**src/logic/scd_map.svh**
```systemverilog
// Strap positions, encodings, register offsets and timing for scd
`ifndef SCD_MAP_SVH
`define SCD_MAP_SVH
`define SCD_STRAP_DEFAULT 32'hFFFFFFFF
`define SCD_RETRY_LO 6
`define SCD_RETRY_HI 7
`define SCD_TRUNK01_BIT 16
`define SCD_TRUNK67_BIT 17
`define SCD_BP_BIT 18
`define SCD_FC_LO 19
`define SCD_FC_HI 20
`define SCD_MASK_LO 21
`define SCD_MASK_HI 23
`define SCD_HASH_BIT 24
`define SCD_SWAP_BIT 25
`define SCD_AGING_BIT 26
`define SCD_CUT_BIT 27
`define SCD_BACKOFF_BIT 28
`define SCD_COLL_BIT 29
`define SCD_TEST_BIT 30
`define SCD_LATCH_BIT 31
`define SCD_RETRY_THREE 2'h3
`define SCD_RETRY_TWO 2'h2
`define SCD_RETRY_FOREVER 2'h1
`define SCD_RETRY_ONE 2'h0
`define SCD_LIMIT_THREE 2'h3
`define SCD_LIMIT_TWO 2'h2
`define SCD_LIMIT_ONE 2'h1
`define SCD_LIMIT_NONE 2'h0
`define SCD_FC_FORCE_OFF 2'h2
`define SCD_FC_FORCE_ON 2'h1
`define SCD_HASH_CRC 2'h0
`define SCD_HASH_DIRECT 2'h3
`define SCD_COLL_LATE 6'h20
`define SCD_COLL_EARLY 6'h02
`define SCD_FIXED_GROUPS 3'h7
`define SCD_OFFSET_BIT 1'h1
`define SCD_OFF_RAW 12'h000
`define SCD_OFF_CFG 12'h004
`define SCD_OFF_CTRL 12'h008
`define SCD_OFF_RETRY 12'h00C
`define SCD_CTRL_RESET 1'h0
`define SCD_LED_PERIOD_MS 50
`define SCD_CLK_NS 20
`define SCD_NS_PER_MS 1000000
`endif

```
**src/logic/scd_pkg.sv**
```systemverilog
// Types shared by the strap configuration decoder
package scd_pkg;
    typedef enum logic [1:0] {
        SCD_HOLD0 = 2'b00,
        SCD_HOLD1 = 2'b01,
        SCD_HOLD2 = 2'b10,
        SCD_RUN = 2'b11
    } scd_phase_e;

    typedef struct packed {
        logic [1:0] retry_limit;
        logic trunk_01;
        logic trunk_67;
        logic hd_ignore_xonxoff;
        logic adv_fc_bit;
        logic partner_poll_en;
        logic rmii_fc_en;
        logic [5:0] lamp_group_output_mask;
        logic [1:0] lookup_hash_field;
        logic shared_pin_function_select;
        logic aging_en;
        logic early_forward_en;
        logic modified_retreat_mode_bit;
        logic retreat_offset_bit;
        logic [5:0] forced_collision_byte;
        logic factory_check_en;
        logic output_float;
    } scd_cfg_s;

    typedef struct packed {
        scd_phase_e phase;
        logic [31:0] sync1;
        logic [31:0] sync2;
        logic [31:0] raw;
        scd_cfg_s cfg;
        logic led_run;
        logic [1:0] tries;
        logic discard;
        logic [21:0] led_cnt;
        logic led_burst;
        logic [31:0] prdata;
    } scd_state_s;
endpackage

```
**src/logic/scd_strap_decoder.sv**
```systemverilog
// Strap capture, decode and APB status for the switch configuration
//
// Operation
// - Retry strap 11 three tries, 10 two, 01 forever, 00 one try
// - A try is a sixteen-collision turn; used-up tries discard frame
// - Strap bits 15 to 8 are reserved and ignored
// - Bit 16 low trunks ports 0,1; bit 17 low trunks ports 6,7
// - Trunked ports: no auto-polling, forced full duplex 100M, flow on
// - Backpressure strap low: half-duplex transmit MACs ignore XON/XOFF
// - Flow strap 11 or 00: advertise bit 4.10 one, poll partner 5.10
// - Flow strap 10: advertise zero, no polling, port flow control off
// - Flow strap 01: advertise one, no polling, port flow control on
// - Mask bits gate lamp groups 0 to 2; groups 3 to 5 always on
// - Lamp bit sequence repeats every 50 ms
// - Hash strap high: CRC hashing, field 0; low: direct, field 3
// - Pin-swap strap high: shared pins carry prom; low: lamp signals
// - Aging strap high enables table aging, low disables it
// - Cut-through strap high store-and-forward, low cut-through
// - Backoff strap low: modified mode; high: mode 0, offset 1
// - Collision strap high forces collision at byte 32, low byte 2
// - Test strap high keeps test mode off; low enables it
// - Latch-up strap low floats output-only pads after reset
// - Unpulled straps read as one, selecting every default
`timescale 1ns/100ps
`include "scd_map.svh"

module scd_strap_decoder
    import scd_pkg::*;
#(
    parameter int unsigned LED_PERIOD_CYC =
        (`SCD_LED_PERIOD_MS * `SCD_NS_PER_MS) / `SCD_CLK_NS
)
(
    input wire logic pclk,
    input wire logic presetn,
    input wire logic psel,
    input wire logic penable,
    input wire logic pwrite,
    input wire logic [11:0] paddr,
    input wire logic [31:0] pwdata,
    output logic [31:0] prdata,
    output logic pready,
    output logic pslverr,
    input wire logic [31:0] sram_data_strap_bus,
    input wire logic frame_start,
    input wire logic coll16_turn,
    output logic frame_discard,
    output scd_cfg_s cfg,
    output logic cfg_valid,
    output logic [7:0] port_autopoll_en,
    output logic [7:0] port_force_fd100,
    output logic [7:0] port_fc_value,
    output logic led_burst,
    input wire logic prom_serial_data,
    input wire logic prom_serial_clock,
    input wire logic lamp_serial_data,
    input wire logic lamp_serial_clock,
    output logic shared_pin_data,
    output logic shared_pin_clock,
    output logic output_pad_enable
);

    ////////////////////////////////////////////////////////////////////////
    // Decode

    function automatic scd_cfg_s decode(input logic [31:0] s);
        scd_cfg_s c;
        logic [1:0] fc;
        c = '0;
        fc = s[`SCD_FC_HI:`SCD_FC_LO];
        unique case (s[`SCD_RETRY_HI:`SCD_RETRY_LO])
            `SCD_RETRY_THREE: c.retry_limit = `SCD_LIMIT_THREE;
            `SCD_RETRY_TWO: c.retry_limit = `SCD_LIMIT_TWO;
            `SCD_RETRY_FOREVER: c.retry_limit = `SCD_LIMIT_NONE;
            `SCD_RETRY_ONE: c.retry_limit = `SCD_LIMIT_ONE;
        endcase
        // Bits 15..8 are never looked at
        c.trunk_01 = !s[`SCD_TRUNK01_BIT];
        c.trunk_67 = !s[`SCD_TRUNK67_BIT];
        c.hd_ignore_xonxoff = !s[`SCD_BP_BIT];
        c.adv_fc_bit = (fc != `SCD_FC_FORCE_OFF);
        c.partner_poll_en = (fc != `SCD_FC_FORCE_OFF)
            && (fc != `SCD_FC_FORCE_ON);
        c.rmii_fc_en = (fc == `SCD_FC_FORCE_ON);
        c.lamp_group_output_mask =
            {`SCD_FIXED_GROUPS, s[`SCD_MASK_HI:`SCD_MASK_LO]};
        c.lookup_hash_field = s[`SCD_HASH_BIT] ? `SCD_HASH_CRC
            : `SCD_HASH_DIRECT;
        c.shared_pin_function_select = s[`SCD_SWAP_BIT];
        c.aging_en = s[`SCD_AGING_BIT];
        c.early_forward_en = !s[`SCD_CUT_BIT];
        c.modified_retreat_mode_bit = !s[`SCD_BACKOFF_BIT];
        c.retreat_offset_bit = `SCD_OFFSET_BIT;
        c.forced_collision_byte = s[`SCD_COLL_BIT] ? `SCD_COLL_LATE
            : `SCD_COLL_EARLY;
        c.factory_check_en = !s[`SCD_TEST_BIT];
        c.output_float = !s[`SCD_LATCH_BIT];
        return c;
    endfunction

    // Before capture every setting shows its unpulled default
    localparam scd_cfg_s CFG_DEFAULT = decode(`SCD_STRAP_DEFAULT);
    localparam logic [21:0] LED_LAST = 22'(LED_PERIOD_CYC - 1);

    ////////////////////////////////////////////////////////////////////////
    // State

    scd_state_s st;
    scd_state_s next_st;
    logic setup;
    logic access;
    logic mapped;
    logic [1:0] tries_inc;

    assign setup = psel && !penable;
    assign access = psel && penable;
    assign mapped = (paddr == `SCD_OFF_RAW) || (paddr == `SCD_OFF_CFG)
        || (paddr == `SCD_OFF_CTRL) || (paddr == `SCD_OFF_RETRY);
    assign tries_inc = st.tries + 2'h1;

    always_comb
    begin
        next_st = st;
        // Pins cross into pclk through two stages before use
        next_st.sync1 = sram_data_strap_bus;
        next_st.sync2 = st.sync1;
        unique case (st.phase)
            SCD_HOLD0: next_st.phase = SCD_HOLD1;
            SCD_HOLD1: next_st.phase = SCD_HOLD2;
            SCD_HOLD2:
            begin
                // Second stage now holds levels seen after release
                next_st.phase = SCD_RUN;
                next_st.raw = st.sync2;
                next_st.cfg = decode(st.sync2);
            end
            SCD_RUN: next_st.phase = SCD_RUN;
        endcase

        // Excess-collision turn counting
        next_st.discard = 1'b0;
        if (frame_start)
        begin
            next_st.tries = 2'h0;
        end
        else if (coll16_turn)
        begin
            if (st.cfg.retry_limit != `SCD_LIMIT_NONE
                && tries_inc == st.cfg.retry_limit)
            begin
                next_st.discard = 1'b1;
                next_st.tries = 2'h0;
            end
            else if (st.cfg.retry_limit != `SCD_LIMIT_NONE)
            begin
                next_st.tries = tries_inc;
            end
        end

        // Lamp burst pacing; held idle until software starts it
        next_st.led_burst = 1'b0;
        if (!st.led_run || st.phase != SCD_RUN)
        begin
            next_st.led_cnt = '0;
        end
        else if (st.led_cnt == LED_LAST)
        begin
            next_st.led_cnt = '0;
            next_st.led_burst = 1'b1;
        end
        else
        begin
            next_st.led_cnt = st.led_cnt + 22'h1;
        end

        // APB: read data latched in setup so access completes at once
        if (setup && !pwrite)
        begin
            unique case (paddr)
                `SCD_OFF_RAW: next_st.prdata = st.raw;
                `SCD_OFF_CFG: next_st.prdata = 32'(st.cfg);
                `SCD_OFF_CTRL: next_st.prdata = 32'(st.led_run);
                `SCD_OFF_RETRY:
                    next_st.prdata = 32'({st.phase == SCD_RUN, st.tries});
                default: next_st.prdata = 32'h00000000;
            endcase
        end
        if (access && pwrite && paddr == `SCD_OFF_CTRL)
        begin
            next_st.led_run = pwdata[0];
        end
    end

    always_ff @(posedge pclk or negedge presetn)
    begin
        if (!presetn)
        begin
            st <= '{phase: SCD_HOLD0, sync1: `SCD_STRAP_DEFAULT,
                    sync2: `SCD_STRAP_DEFAULT, raw: `SCD_STRAP_DEFAULT,
                    cfg: CFG_DEFAULT, led_run: `SCD_CTRL_RESET,
                    tries: 2'h0, discard: 1'b0, led_cnt: 22'h000000,
                    led_burst: 1'b0, prdata: 32'h00000000};
        end
        else
        begin
            st <= next_st;
        end
    end

    ////////////////////////////////////////////////////////////////////////
    // Outputs

    logic [7:0] trunk_mask;
    assign trunk_mask = {st.cfg.trunk_67, st.cfg.trunk_67, 4'h0,
        st.cfg.trunk_01, st.cfg.trunk_01};

    assign prdata = st.prdata;
    assign pready = 1'b1;
    assign pslverr = access && !mapped;
    assign cfg = st.cfg;
    assign cfg_valid = (st.phase == SCD_RUN);
    assign frame_discard = st.discard;
    assign led_burst = st.led_burst;
    // Trunk links are wired on board, so polling them is meaningless
    assign port_autopoll_en = {8{st.cfg.partner_poll_en}}
        & ~trunk_mask;
    assign port_force_fd100 = trunk_mask;
    assign port_fc_value = trunk_mask
        | {8{st.cfg.rmii_fc_en}};
    assign shared_pin_data = st.cfg.shared_pin_function_select
        ? prom_serial_data : lamp_serial_data;
    assign shared_pin_clock = st.cfg.shared_pin_function_select
        ? prom_serial_clock : lamp_serial_clock;
    // Pads stay driven while straps settle; float only once captured
    assign output_pad_enable = !(st.cfg.output_float
        && st.phase == SCD_RUN);

    ////////////////////////////////////////////////////////////////////////
    // Checks

    a_retry_discard: assert property (@(posedge pclk) disable iff (!presetn)
        (!frame_start && coll16_turn && st.cfg.retry_limit != 2'h0
         && tries_inc == st.cfg.retry_limit) |=> frame_discard)
        else $error("discard missing after last try");

    a_retry_forever: assert property (@(posedge pclk) disable iff (!presetn)
        (st.cfg.retry_limit == 2'h0) |=> !frame_discard)
        else $error("discard with unlimited retries");

    a_strap_capture: assert property (@(posedge pclk) disable iff (!presetn)
        (st.phase == SCD_HOLD2) |=> (cfg_valid
         && st.raw == $past(st.sync2)))
        else $error("straps not captured after release");

    a_cfg_hold: assert property (@(posedge pclk) disable iff (!presetn)
        $past(cfg_valid) |-> ($stable(st.raw) && $stable(cfg)))
        else $error("captured settings changed");

    a_flow_forced: assert property (@(posedge pclk) disable iff (!presetn)
        (cfg_valid && st.raw[20:19] == 2'b10) |-> (!cfg.adv_fc_bit
         && port_fc_value == trunk_mask && port_autopoll_en == 8'h00))
        else $error("forced-off flow policy wrong");

    a_flow_poll: assert property (@(posedge pclk) disable iff (!presetn)
        (cfg_valid && st.raw[20] == st.raw[19]) |-> (cfg.adv_fc_bit
         && port_autopoll_en == ~trunk_mask))
        else $error("polled flow policy wrong");

    a_trunk_force: assert property (@(posedge pclk) disable iff (!presetn)
        (cfg_valid && !st.raw[16]) |-> (port_autopoll_en[1:0] == 2'b00
         && port_fc_value[1:0] == 2'b11
         && port_force_fd100[1:0] == 2'b11))
        else $error("trunk ports not forced");

    a_hash_field: assert property (@(posedge pclk) disable iff (!presetn)
        cfg_valid |-> (cfg.lookup_hash_field
         == (st.raw[24] ? 2'h0 : 2'h3)))
        else $error("hash field mismatch");

    a_led_spacing: assert property (@(posedge pclk) disable iff (!presetn)
        led_burst |=> !led_burst [*8])
        else $error("lamp bursts too close");

    a_pad_float: assert property (@(posedge pclk) disable iff (!presetn)
        (cfg_valid && !st.raw[31]) |-> !output_pad_enable)
        else $error("pads driven in latch-up mode");

    a_default_cfg: assert property (@(posedge pclk) disable iff (!presetn)
        !cfg_valid |-> (cfg.retry_limit == 2'h3 && !cfg.trunk_01
         && cfg.aging_en && !cfg.early_forward_en
         && cfg.forced_collision_byte == 6'h20))
        else $error("pre-capture settings not default");

    a_lamp_mask: assert property (@(posedge pclk) disable iff (!presetn)
        cfg.lamp_group_output_mask[5:3] == 3'h7)
        else $error("fixed lamp groups masked");

endmodule

```
**config.mk**
```make
export PLATFORM = sky130hd
export DESIGN_NAME = scd_strap_decoder
export DESIGN_NICKNAME = d
export VERILOG_FILES = /design/src/logic/scd_pkg.sv /design/src/logic/scd_strap_decoder.sv
export VERILOG_INCLUDE_DIRS = /design/src /design/src/logic
export SDC_FILE = /design/constraint.sdc
export NUM_CORES = 1
export LEC_CHECK = 0
export CAP_MARGIN = 20
export CORE_ASPECT_RATIO = 0.9
export CORE_MARGIN = 4
export CORE_UTILIZATION = 60
export CTS_BUF_LIST = sky130_fd_sc_hd__clkbuf_2 sky130_fd_sc_hd__clkbuf_4 sky130_fd_sc_hd__clkbuf_8
export CTS_CLUSTER_DIAMETER = 120
export DETAILED_ROUTE_END_ITERATION = 12
export DONT_BUFFER_PORTS = 1
export HOLD_SLACK_MARGIN = 0.05
export PLACE_DENSITY = 0.76
export SYNTH_ARGS = -nofsm -noshare
export SYNTH_HDL_FRONTEND = slang
export SYNTH_SLANG_ARGS = --single-unit
```
**constraint.sdc**
```tcl
create_clock -name pclk -period 2.2 [get_ports pclk]
set_input_delay 0.33 -clock pclk [delete_from_list [all_inputs] [get_ports pclk]]
set_output_delay 0.33 -clock pclk [all_outputs]
set_load 0.005 [all_outputs]
```
After elaboration in Yosys (flattened, before gate mapping). Cells that the tools add are included.

Flip-flop bits (word level): 182. Input bits: 87. Output and inout port bits: 93. Word-level logic and storage cells: 96.

$add $sub $neg: 2. Equal/unequal tests: 15. Multiplexer cells: 17. Bitwise logic cells: 3. Reduce and logical (&&, ||, !) cells: 33.

Operators by type and width (number): $pmux W32 S4 (1); $mux W22 (2); $eq A12 B4 Y1 const B (2); $add A22 B1 Y22 const B (1); $eq A22 B22 Y1 const B (1); $eq A12 B3 Y1 const B (1); $logic_not A1 Y1 (12); $logic_not A12 Y1 (1); $logic_and A1 B1 Y1 (9); $and A8 B8 Y8 (1); $eq A2 B2 Y1 const B (4); $mux W2 (4); $not A8 Y8 (1); $or A8 B8 Y8 (1); $pmux W2 S4 (1); $eq A2 B1 Y1 const B (3); $mux W1 (6); $mux W6 (1); $pmux W2 S3 (1); $logic_not A2 Y1 (2); $logic_or A1 B1 Y1 (4); $ne A2 B2 Y1 const B (2); $reduce_bool A2 Y1 (2); $mux W3 (1); 6 further kinds (6).

Logic depth before layout (Yosys ltp). Gate-level depths: netlist (run 1).

Depth after elaboration: 6. Mapped depth: 6. Depth with buffers taken out: 5.

Worst setup path before layout (run 1). OpenSTA, ideal clock, no wires.

Kind: input port to flip-flop. From: input port paddr[9]. To: register st[58] (netlist name). Library setup time: 128 ps. Data arrival time: 1930 ps. Data required time: 2072 ps. Slack: 143 ps. Stages: 4. Buffers on the path: 0. Cells stage by stage: or4_4 -> or4_4 -> nor3_2 -> mux2_1.

Cells in the longest elaborated chain, start to end: 2.

RTL lines: from (decl) (line scd_strap_decoder.sv:39) `input wire logic [11:0] paddr,`; $eq A12 B4 Y1; $logic_and A1 B1 Y1 (no source line); to (signal assigned) (line scd_strap_decoder.sv:198) `` st <= '{phase: SCD_HOLD0, sync1: `SCD_STRAP_DEFAULT, ``; to (signal assigned) (line scd_strap_decoder.sv:206) `st <= next_st;`; to (decl) (line scd_strap_decoder.sv:108) `scd_state_s st;`.

No other way between the ends. A chain may end at the register's enable or synchronous reset.

==> impl_results.md, run 1 <==
- Run status: finished, violations left
- Violated checks: negative hold slack
- Fraction of power consumed by the clock network: 37.9%
- Count of cells along the worst register-to-register path: 4
- Post-route DRC violation count: 0
- Slack of the critical path: 0.1149 ns
- Layout overhead on the synthesized area: 5.528%
- Mean instance size in the synthesized netlist: 12.43 um^2
- Hold Path Class: in -> async
- Net load switching power: 1.262 mW
- Final worst path period share: 94.78%
- Via count: 3951
- Clock tree from TritonCTS: yes
- Initial antenna violation count: 0
- Cell type with the highest occurrence count on the critical path: sky130_fd_sc_hd__or4_1
- Die Y: 110.9 um
- Clock slew at the register clock pins of the worst setup and hold paths: 0.09 ns
- Worst ir drop on vdd: 0.6650 mV
- Routability Congestion: 0.8338
- Final count of hold timing violations: 171
- Routing layer with the top usage in global route: met2
- Fraction of registers with async set or reset after synthesis: 100.0%
- Shortest period the worst path allows: 2.085 ns
- Max Clk Rate: 479.6 MHz
- # rows: 37
- Initial DRC count: 317
- Count of unique library cells instantiated by Yosys: 49
- Data required, critical path: 2.57 ns
- Count of nets after finishing: 633
- Clock tree buffer depth: 2
- Instance area at placement: 6680 um^2
- Count of input and output buffers: 0
- Share of total power in sequential cells: 59.1%
- Finish-stage setup viols: 0
- Detailed-route wire length: 13.02 mm
- Worst-skew pair later-pin latency: 0.45 ns
- Unrepaired setup endpoints after global routing: false
- Worst-path cell chain: nand3_2, or4_1, or4_1, a21oi_1
- Min Hold Slack: -0.4255 ns
- Diode insertion count for antenna repair: 0
- Critical path endpoint category: flop
- Met1 layer usage reported by global route: 26.43%
- Number of max-cap violations: 0
- Final count of pins violating max slew: 0
- Filler cell count in the final layout: 864
- Core region area: 11480 um^2
- Post-CTS Setup Bufs: 0
- Final HPWL DP: 8.284 mm
- Internal cell power: 4.504 mW
- Worst path slowest cell: sky130_fd_sc_hd__or4_1
- Synthesized area: 7062 um^2
- Gate count of the mapped netlist: 568
- Leftover overflow at the end of global routing: 0
- Critical Path Fanout Max: 11
- H-tree level count: 4
- Fraction of power consumed by combinational cells: 3.0%
- Wire length of the first global-routing pass: 21.46 mm
- Die area: 13570 um^2
- Storage element area: 4404 um^2
- Clock Root Buffer: sky130_fd_sc_hd__clkbuf_8
- Number of synthesized register bits: 171
- Clk_skew: 0.01038 ns
- Slew @ Worst Pin: 0.5336 ns
- Critical setup path kind: reg -> reg
- Cts repair resizes: 0
- Met3 track demand over resource: 7.194%
- Seq/Total Area, Yosys: 62.37%
- TNS Setup: 0 ns
- Prevailing post-synth register cell: sky130_fd_sc_hd__dfstp_2
- Pin count of the biggest net entering global routing: 172
- Area of all placed cells without fillers: 7452 um^2
- Slowest cell delay on critical path: 0.73 ns
- Net switching fraction of the power: 21.89%
- Met2 routing resource usage after global routing: 32.49%
- Initial core utilization: 61.51%
- Hold-fix buffers at CTS: 37
- Number of top-level pins: 180
- Lkg Pwr: 3.106 nW
- CTS buffer count: 17
- Antenna-violating nets left: 0
- Via count of the first global-routing pass: 4153
- Fraction of layout cells with a size suffix above 1: 34.36%
- Synth Warn #: 0
- Horizontal extent of the die: 122.4 um
- # clock sinks: 171
- DP Worst Slack: 0.1141 ns
- Count of TritonRoute iterations in the first routing pass: 5
- Area of the multi-input gates: 1966 um^2
- Kind of start point of the critical path: flop
- Total Power Consumption: 5.766 mW
- GRT Util Overall: 20.41%
- Data arrival at the endpoint of the critical path: 2.45 ns
- Per-cell via count in the routed design: 5.573
- Routed wire per std cell: 18.37 um
- Number of flops mapped to enable cells by yosys: 0
- Worst rel slew slack: 64.15%
- Cell Pwr Density: 773.8 nW/um^2
-- final timing paths --
check,start,endpoint,slack [ns]
min in group pclk,paddr[2],prdata[19]$_DFFE_PN0P_,0.08
min,presetn,prdata[1]$_DFFE_PN0P_,-0.43
max,st[35]$_DFF_PN0_,st[54]$_DFF_PN0_,0.11
max in group asynchronous,presetn,st[119]$_DFFE_PN1N_,2.30
min reg2reg,next_st[136]$_DFF_PN1_,st[136]$_DFF_PN1_,0.36
max reg2reg,st[35]$_DFF_PN0_,st[54]$_DFF_PN0_,0.11
-- state kept, by name, summed over array words and instances (netlist names) --
register       cells
prdata            32
cfg               14
frame_discard      1
led_burst          1
next_st           32
st                91
-- stage by stage --
stage                     cells  util (%)  hold WS [ns]
after detailed placement    640     58.18       0.03857
after global routing        709     64.91       -0.4785
after global placement      640     58.18       0.03848
final                       709     64.91       -0.4255
after CTS                   709     64.91       -0.4627
after floorplan             579         -       0.03441
-- per-layer routing --
metal	routed length, um	vias up
met3	928	17
met5	0	-
li1	-	1788
met1	5255	2021
met2	6636	125
met4	200	0
-- power by group through the flow --
stage | Sequential, mW | Combinational (mW) | Clock [mW]
2_1_floorplan | 3.42 | 0.184 | 0
3_3_place_gp | 3.46 | 0.108 | 0
3_5_place_dp | 3.47 | 0.115 | 0
4_1_cts | 3.41 | 0.171 | 2.25
5_1_grt | 3.43 | 0.192 | 2.39
6_report | 3.41 | 0.171 | 2.19
-- logic make-up (layout without fill, tap and decap cells) --
logic type                 count (synthesis)  after routing  share of synthesized area (%)
muxes                                     40             40                          6.343
buffers and inverters                    112             86                          10.49
DFF                                      171            171                          62.37
and+or+nand+nor                          151            151                          11.25
xor gates and xnor gates                  13             13                          1.612
AOI/OAI and AO/OA                         73             73                          6.768
adders and majority gates                  6              6                          1.063
other                                      2             13                         0.1063
-- synth_stat cells, drive strengths merged, types with 5 or more instances --
cell type | n | area (um^2)
a22oi | 19 | 142.6
a21oi | 23 | 115.1
mux2 | 38 | 427.9
nor3 | 6 | 35.03
nor2b | 5 | 31.28
nand4 | 5 | 31.28
clkbuf | 13 | 48.80
xnor2 | 10 | 87.58
a22o | 7 | 61.31
o31ai | 9 | 67.56
o21ai | 9 | 45.04
dfstp | 100 | 2628
nor4 | 6 | 67.56
or3 | 6 | 37.54
nand2 | 57 | 214.0
or4 | 9 | 78.82
buf | 89 | 654.4
inv | 10 | 37.54
nor2 | 30 | 112.6
nand3 | 9 | 50.05
dfrtp | 71 | 1777
ha | 6 | 75.07
-- placed cells by master (no fill, tap or decap), drive strengths merged, types with 9 or more instances in the layout --
| cell | n |
|---|---|
| nor2 | 30 |
| conb | 13 |
| a21oi | 23 |
| clkbuf | 19 |
| dlygate4sd3 | 37 |
| o31ai | 9 |
| or4 | 9 |
| inv | 13 |
| a22oi | 19 |
| mux2 | 38 |
| dfrtp | 71 |
| dfstp | 100 |
| o21ai | 9 |
| xnor2 | 10 |
| nand3 | 9 |
| nand2 | 57 |
-- critical path: cells and delay by family (launching register included) --
kind	cells	cell delay [ns]
AND/OR/NAND/NOR	3	1.36
flip-flops	1	0.47
AO/OA/AOI/OAI	1	0.18
-- layout make-up --
type	instances	share of cell area, %
clock buffers	19	3.509
clock inverters	13	1.880
inverters	10	0.5037
multi-input cells	296	26.38
flip-flops and latches	171	59.10
well taps	156	2.619
repair buffers	44	6.011
(Power assumes the default switching activity.)
==> inputs of run 2 (changes only) <==
Settings changed: CORE_UTILIZATION 60 to 66, HOLD_SLACK_MARGIN 0.05 to unset, PLACE_DENSITY 0.76 to 0.82.
==> run 2 against run 1 <==
  * The flow still finishes with violations (negative hold slack)
  * Final cell count fell by 4.4%
  * Global-route usage grew 1.6 points
  * Clock-buffer cell count is 1 lower
  * Sequential share of layout area increased by 0.58 points
  * First-iteration DRC count is 27% higher
  * Worst setup slack better by 0.076 ns
  * Flip-flop and latch count is the same
  * Combinational power fell by 4%
  * Total power about the same
  * Register-to-register slack better by 0.08 ns
  * Maximum frequency increased by 3.8%
  * Highest routed layer unchanged
==> impl_results.md, run 2 (synthesized netlist as in run 1, its figures left out) <==
- Cell Pwr Density: 781.7 nW/um^2 (+1.0%)
- Number of max-cap violations: 0 (unchanged)
- Clk_skew: 0.01169 ns (+0.001302 ns)
- Horizontal extent of the die: 117.0 um (-4.3%)
- Critical path endpoint category: flop
- Diode insertion count for antenna repair: 0 (unchanged)
- Hold-fix buffers at CTS: 33 (-11%)
- Highest-count cells in the layout ignoring fill and taps: 100 x sky130_fd_sc_hd__dfstp_2, 71 x sky130_fd_sc_hd__dfrtp_1, 57 x sky130_fd_sc_hd__nand2_1
- Count of nets after finishing: 629 (-0.63%)
- Number of top-level pins: 180 (unchanged)
- Slew @ Worst Pin: 0.5249 ns (-0.008710 ns)
- Clock Root Buffer: sky130_fd_sc_hd__clkbuf_8
- Die area: 12420 um^2 (-8.5%)
- Run status: finished, violations left
- Leftover overflow at the end of global routing: 0 (unchanged)
- Clock slew at the register clock pins of the worst setup and hold paths: 0.10 ns (about the same)
- Worst-path cell chain: nand3_2, or4_4, or4_1, a21oi_1
- Finish-stage setup viols: 0 (unchanged)
- Initial antenna violation count: 0 (unchanged)
- Routability Congestion: 0.8093 (-2.9%)
- GRT Util Overall: 22.05% (+1.6 points)
- Max reg flops: 91 (unchanged)
- Data required, critical path: 2.56 ns (about the same)
- Min Hold Slack: -0.4213 ns (+0.004158 ns)
- CTS buffer count: 17 (unchanged)
- Lkg Pwr: 3.085 nW (-0.68%)
- Wire length of the first global-routing pass: 21.07 mm (-1.8%)
- Clock tree from TritonCTS: yes
- # rows: 35 (-5.4%)
- TNS Setup: 0 ns (unchanged)
- Shortest period the worst path allows: 2.009 ns (-0.07580 ns)
- Slowest cell delay on critical path: 0.63 ns (-0.10 ns)
- Final HPWL DP: 8.079 mm (-2.5%)
- Core region area: 10330 um^2 (-10%)
- Violated checks: negative hold slack
- Fraction of layout cells with a size suffix above 1: 34.79% (+0.43 points)
- Hold Path Class: in -> async
- Worst rel slew slack: 64.74% (+0.59 points)
- Most frequent standard cell in the layout excluding fill and tap cells: sky130_fd_sc_hd__dfstp_2
- Initial DRC count: 403 (+27%)
- Data arrival at the endpoint of the critical path: 2.37 ns (-0.08 ns)
- Count of input and output buffers: 0 (unchanged)
- Critical Path Fanout Max: 11 (unchanged)
- Reg with most FFs: st
- Per-cell via count in the routed design: 5.860 (+5.2%)
- Routed wire per std cell: 19.06 um (+3.8%)
- Count of TritonRoute iterations in the first routing pass: 6 (+1)
- Worst path slowest cell: sky130_fd_sc_hd__or4_4
- Antenna-violating nets left: 0 (unchanged)
- H-tree level count: 4 (unchanged)
- Via count: 3973 (+0.56%)
- Pin count of the biggest net entering global routing: 172 (unchanged)
- Via count of the first global-routing pass: 4112 (-0.99%)
- Die Y: 106.1 um (-4.3%)
- Kind of start point of the critical path: flop
- Detailed-route wire length: 12.93 mm (-0.73%)
- Worst ir drop on vdd: 0.6740 mV (+1.3%)
- Final count of pins violating max slew: 0 (unchanged)
- Worst R2R Setup Slack: 0.19 ns (+0.08 ns)
- Critical setup path kind: reg -> reg
- Post-route DRC violation count: 0 (unchanged)
- # clock sinks: 171 (unchanged)
- Worst-skew pair later-pin latency: 0.44 ns (about the same)
- Post-CTS Setup Bufs: 0 (unchanged)
- Unrepaired setup endpoints after global routing: false
- Max Clk Rate: 497.7 MHz (+3.8%)
- Final count of hold timing violations: 171 (unchanged)
- Initial core utilization: 68.33% (+6.8 points)
- Layout overhead on the synthesized area: 4.500%
- Final worst path period share: 91.33% (-3.4 points)
- Clock tree buffer depth: 2 (unchanged)
-- run 2: changes by cell type in the layout (fill, tap and decap cells not counted) --
cell	previous run	this run
sky130_fd_sc_hd__dlygate4sd3_1	37	33
sky130_fd_sc_hd__clkinv_2	4	1
sky130_fd_sc_hd__inv_8	0	3
sky130_fd_sc_hd__clkinv_4	3	1
sky130_fd_sc_hd__inv_6	3	5
sky130_fd_sc_hd__bufinv_16	2	1
sky130_fd_sc_hd__clkbuf_8	19	18
sky130_fd_sc_hd__clkinv_8	0	1
sky130_fd_sc_hd__inv_4	0	1
sky130_fd_sc_hd__or4_1	6	5
sky130_fd_sc_hd__or4_4	3	4
-- run 2: layout make-up --
| type | count | area [um^2] |
|---|---|---|
| Timing Repair Buffer | 40 | 407.9 |
| Inverter | 10 | 37.54 |
| Multi-Input combinational cell | 296 | 1969 |
| Clock inverter | 14 | 151.4 |
| Fill cell | 664 | 2955 |
| Sequential cell | 171 | 4404 |
| Clock buffer | 18 | 247.7 |
| Tap cell | 129 | 161.4 |
-- run 2: final timing paths --
check,start,to,depth (start not counted)
worst max register to register,st[35]$_DFF_PN0_,st[54]$_DFF_PN0_,4
worst min-delay path,presetn,prdata[0]$_DFFE_PN0P_,0
max in group asynchronous,presetn,next_st[130]$_DFF_PN1_,0
worst max-delay path,st[35]$_DFF_PN0_,st[54]$_DFF_PN0_,4
worst min register to register,next_st[138]$_DFF_PN1_,st[138]$_DFF_PN1_,0
min in group pclk,pwdata[0],st[58]$_DFFE_PN0P_,1
-- run 2: repair_timing --
item	CTS	global route
endpoints found under the setup margin	0	1
hold endpoints to repair	205	171
gates resized for setup	0	1
-- run 2: power breakdown --
group,internal (mW),switching [mW],total (mW)
clock network,0.976,1.22,2.19
logic,0.0963,0.0686,0.165
registers,3.33,0.0848,3.41
total,4.40,1.37,5.77
-- run 2: critical path: cells and delay by family (launching register included) --
family	cells	cell delay, ns
compound gates	1	0.20
flops	1	0.48
simple gates	3	1.25
-- run 2: stage by stage --
step | setup WS, ns | cell area [um^2] | power (mW) | instances | util (%)
floorplan | 0.1429 | 7103 | 3.609 | 579 | -
global placement | 0.1542 | 6646 | 3.567 | 613 | 64.31
detailed placement | 0.1374 | 6646 | 3.582 | 613 | 64.31
CTS | 0.1274 | 7376 | 5.814 | 678 | 71.37
global route | 0.09555 | 7380 | 5.998 | 678 | 71.40
finish | 0.1907 | 7380 | 5.769 | 678 | 71.40
-- run 2: routing by layer --
layer	global-route usage (%)	vias to the layer above	routed length [um]
li1	-	1780	-
met1	28.31	2031	5191
met2	36.11	145	6763
met3	6.033	17	831
met4	7.617	0	139
met5	0	-	0
==> inputs of run 3 (changes only) <==
Settings changed: BUFFER_PORTS_ARGS set to -buffer_cell sky130_fd_sc_hd__buf_2, CORE_UTILIZATION 66 to 55, DONT_BUFFER_PORTS 1 to unset, SKIP_CTS_REPAIR_TIMING set to 1.
==> run 3 against run 2 <==
  * The run now ends clean
  * Worst setup slack worse by 0.090 ns
  * First-iteration DRC count is 18% lower
  * Sequential power about the same
  * Flip-flop and latch count did not move
==> impl_results.md, run 3 (synthesized netlist as in run 1, its figures left out) <==
- Run status: completed
- Critical setup path kind: in -> out
- TNS Setup: 0 ns (unchanged)
- Slew @ Worst Pin: 0.5323 ns (+0.007468 ns)
- Antenna-violating nets left: 0 (unchanged)
- Count of nets after finishing: 768 (+22%)
- CP top delay family: simple AND/OR/NAND/NOR gates
- Most frequent standard cell in the layout excluding fill and tap cells: sky130_fd_sc_hd__buf_2
- Routability Congestion: 0.8063 (-0.37%)
- Clock tree from TritonCTS: yes
- Max Clk Rate: 476.4 MHz (-4.3%)
- Met3 Wirelength: 903 um (+8.7%)
- Diode insertion count for antenna repair: 0 (unchanged)
- Detailed-route wire length: 14.03 mm (+8.5%)
- Via count: 4437 (+12%)
- Routed wire per std cell: 16.54 um (-13%)
- Via count of the first global-routing pass: 4397 (+6.9%)
- Hold Path Class: in -> reg
- Shortest period the worst path allows: 2.099 ns (+0.08977 ns)
- H-tree level count: 4 (unchanged)
- Leftover overflow at the end of global routing: 0 (unchanged)
- Min Hold Slack: 0.04867 ns (+0.4700 ns)
- Number of top-level pins: 180 (unchanged)
- Worst-path cell chain: buf_2, or4_4, or4_4, nor2b_1, buf_2
- Pin count of the biggest net entering global routing: 57 (-67%)
- Initial antenna violation count: 0 (unchanged)
- Initial DRC count: 331 (-18%)
- Clock Root Buffer: sky130_fd_sc_hd__clkbuf_8
- Final worst path period share: 95.41% (+4.1 points)
- # rows: 38 (+8.6%)
- Worst path slowest cell: sky130_fd_sc_hd__or4_4
- # clock sinks: 171 (unchanged)
- Post-route DRC violation count: 0 (unchanged)
- Clk_skew: 0.009262 ns (-0.002426 ns)
- Data arrival at the endpoint of the critical path: 1.77 ns (-0.60 ns)
- DP Worst Slack: 0.02242 ns (-0.1150 ns)
- CTS buffer count: 17 (unchanged)
- Number of max-cap violations: 0 (unchanged)
- Layout overhead on the synthesized area: 15.40%
- Final count of hold timing violations: 0 (-100%)
- Initial core utilization: 57.35% (-11 points)
- Routed length on met1: 6.022 mm (+16%)
- Worst-skew pair later-pin latency: 0.45 ns (about the same)
- Placed Instances: 783 (+28%)
- Final HPWL DP: 9.530 mm (+18%)
- Highest-count cells in the layout ignoring fill and taps: 134 x sky130_fd_sc_hd__buf_2, 100 x sky130_fd_sc_hd__dfstp_2, 71 x sky130_fd_sc_hd__dfrtp_1
- Cell Pwr Density: 718.3 nW/um^2 (-8.1%)
- GRT Util Overall: 19.15% (-2.9 points)
- Worst ir drop on vdd: 0.5765 mV (-14%)
- Data required, critical path: 1.87 ns (-0.69 ns)
- Lkg Pwr: 3.705 nW (+20%)
- Slack of the critical path: 0.1009 ns (-0.08977 ns)
- Unrepaired setup endpoints after global routing: false
- Die Y: 115.5 um (+8.8%)
- Total Power Consumption: 5.854 mW (+1.5%)
- Sum of met2 wire segment lengths after detailed routing: 6.940 mm (+2.6%)
- Count of TritonRoute iterations in the first routing pass: 4 (-2)
- Clock slew at the register clock pins of the worst setup and hold paths: 0.09 ns (about the same)
- Finish-stage setup viols: 0 (unchanged)
- Final count of pins violating max slew: 0 (unchanged)
- Horizontal extent of the die: 127.4 um (+8.9%)
- Number of standard cells in the final layout excluding fillers: 848 (+25%)
- Core region area: 12310 um^2 (+19%)
- Fraction of layout cells with a size suffix above 1: 47.97% (+13 points)
- Kind of start point of the critical path: input pin
- Die area: 14720 um^2 (+18%)
- Count of input and output buffers: 135 (+135)
- Wire length of the first global-routing pass: 21.89 mm (+3.9%)
- Buffer and inverter count on the worst path: 2 (+2)
- Top routing layer used: met4
- Slowest cell delay on critical path: 0.54 ns (-0.09 ns)
- Per-cell via count in the routed design: 5.232 (-11%)
- Max reg flops: 91 (unchanged)
- Reg with most FFs: st
- Critical Path Fanout Max: 5 (-6)
- Critical path endpoint category: output port
- Worst rel slew slack: 64.24% (-0.50 points)
- Clock tree buffer depth: 2 (unchanged)
run 3: cell types whose count changed in the layout (fill, tap and decap cells not counted), sizes merged:
cell | before | now
inv | 19 | 18
buf | 7 | 146
clkinv | 3 | 4
run 3: stage by stage:
step	utilization, %	instance area, um^2
after global routing	66.18	8149
after detailed placement	60.37	7435
after CTS	63.46	7815
after global placement	60.37	7435
after floorplan	-	7103
final	66.18	8149
run 3: layer usage:
| metal | global-route usage, % | up-vias |
|---|---|---|
| li1 | - | 2062 |
| met1 | 25.61 | 2233 |
| met2 | 30.27 | 127 |
| met3 | 5.622 | 15 |
| met4 | 6.719 | 0 |
| met5 | 0 | - |
run 3: path summary, 6_finish.rpt:
path	start	end	slack [ns]	cells past startpoint
min	frame_start	st[57]$_DFFE_PN0P_	0.05	2
min in group asynchronous	presetn	st[41]$_DFF_PN0_	0.38	2
min reg2reg	next_st[129]$_DFF_PN1_	st[129]$_DFF_PN1_	0.36	0
max	paddr[9]	pslverr	0.10	5
max in group asynchronous	presetn	next_st[126]$_DFF_PN1_	1.11	3
max reg2reg	st[35]$_DFF_PN0_	st[54]$_DFF_PN0_	0.18	4
run 3: report_power, final:
| group | internal (mW) | switching (mW) |
|---|---|---|
| clock | 0.950 | 1.16 |
| combinational | 0.173 | 0.171 |
| sequential | 3.33 | 0.0754 |
run 3: layout make-up:
type                       instances  area [um^2]
clock buffer                      18        247.7
clock inverter                    14        132.6
fill                             903         4165
inverter                          10        37.54
multi-input combinational        296         1969
sequential                       171         4404
tap                              160        200.2
timing repair buffer             179         1157
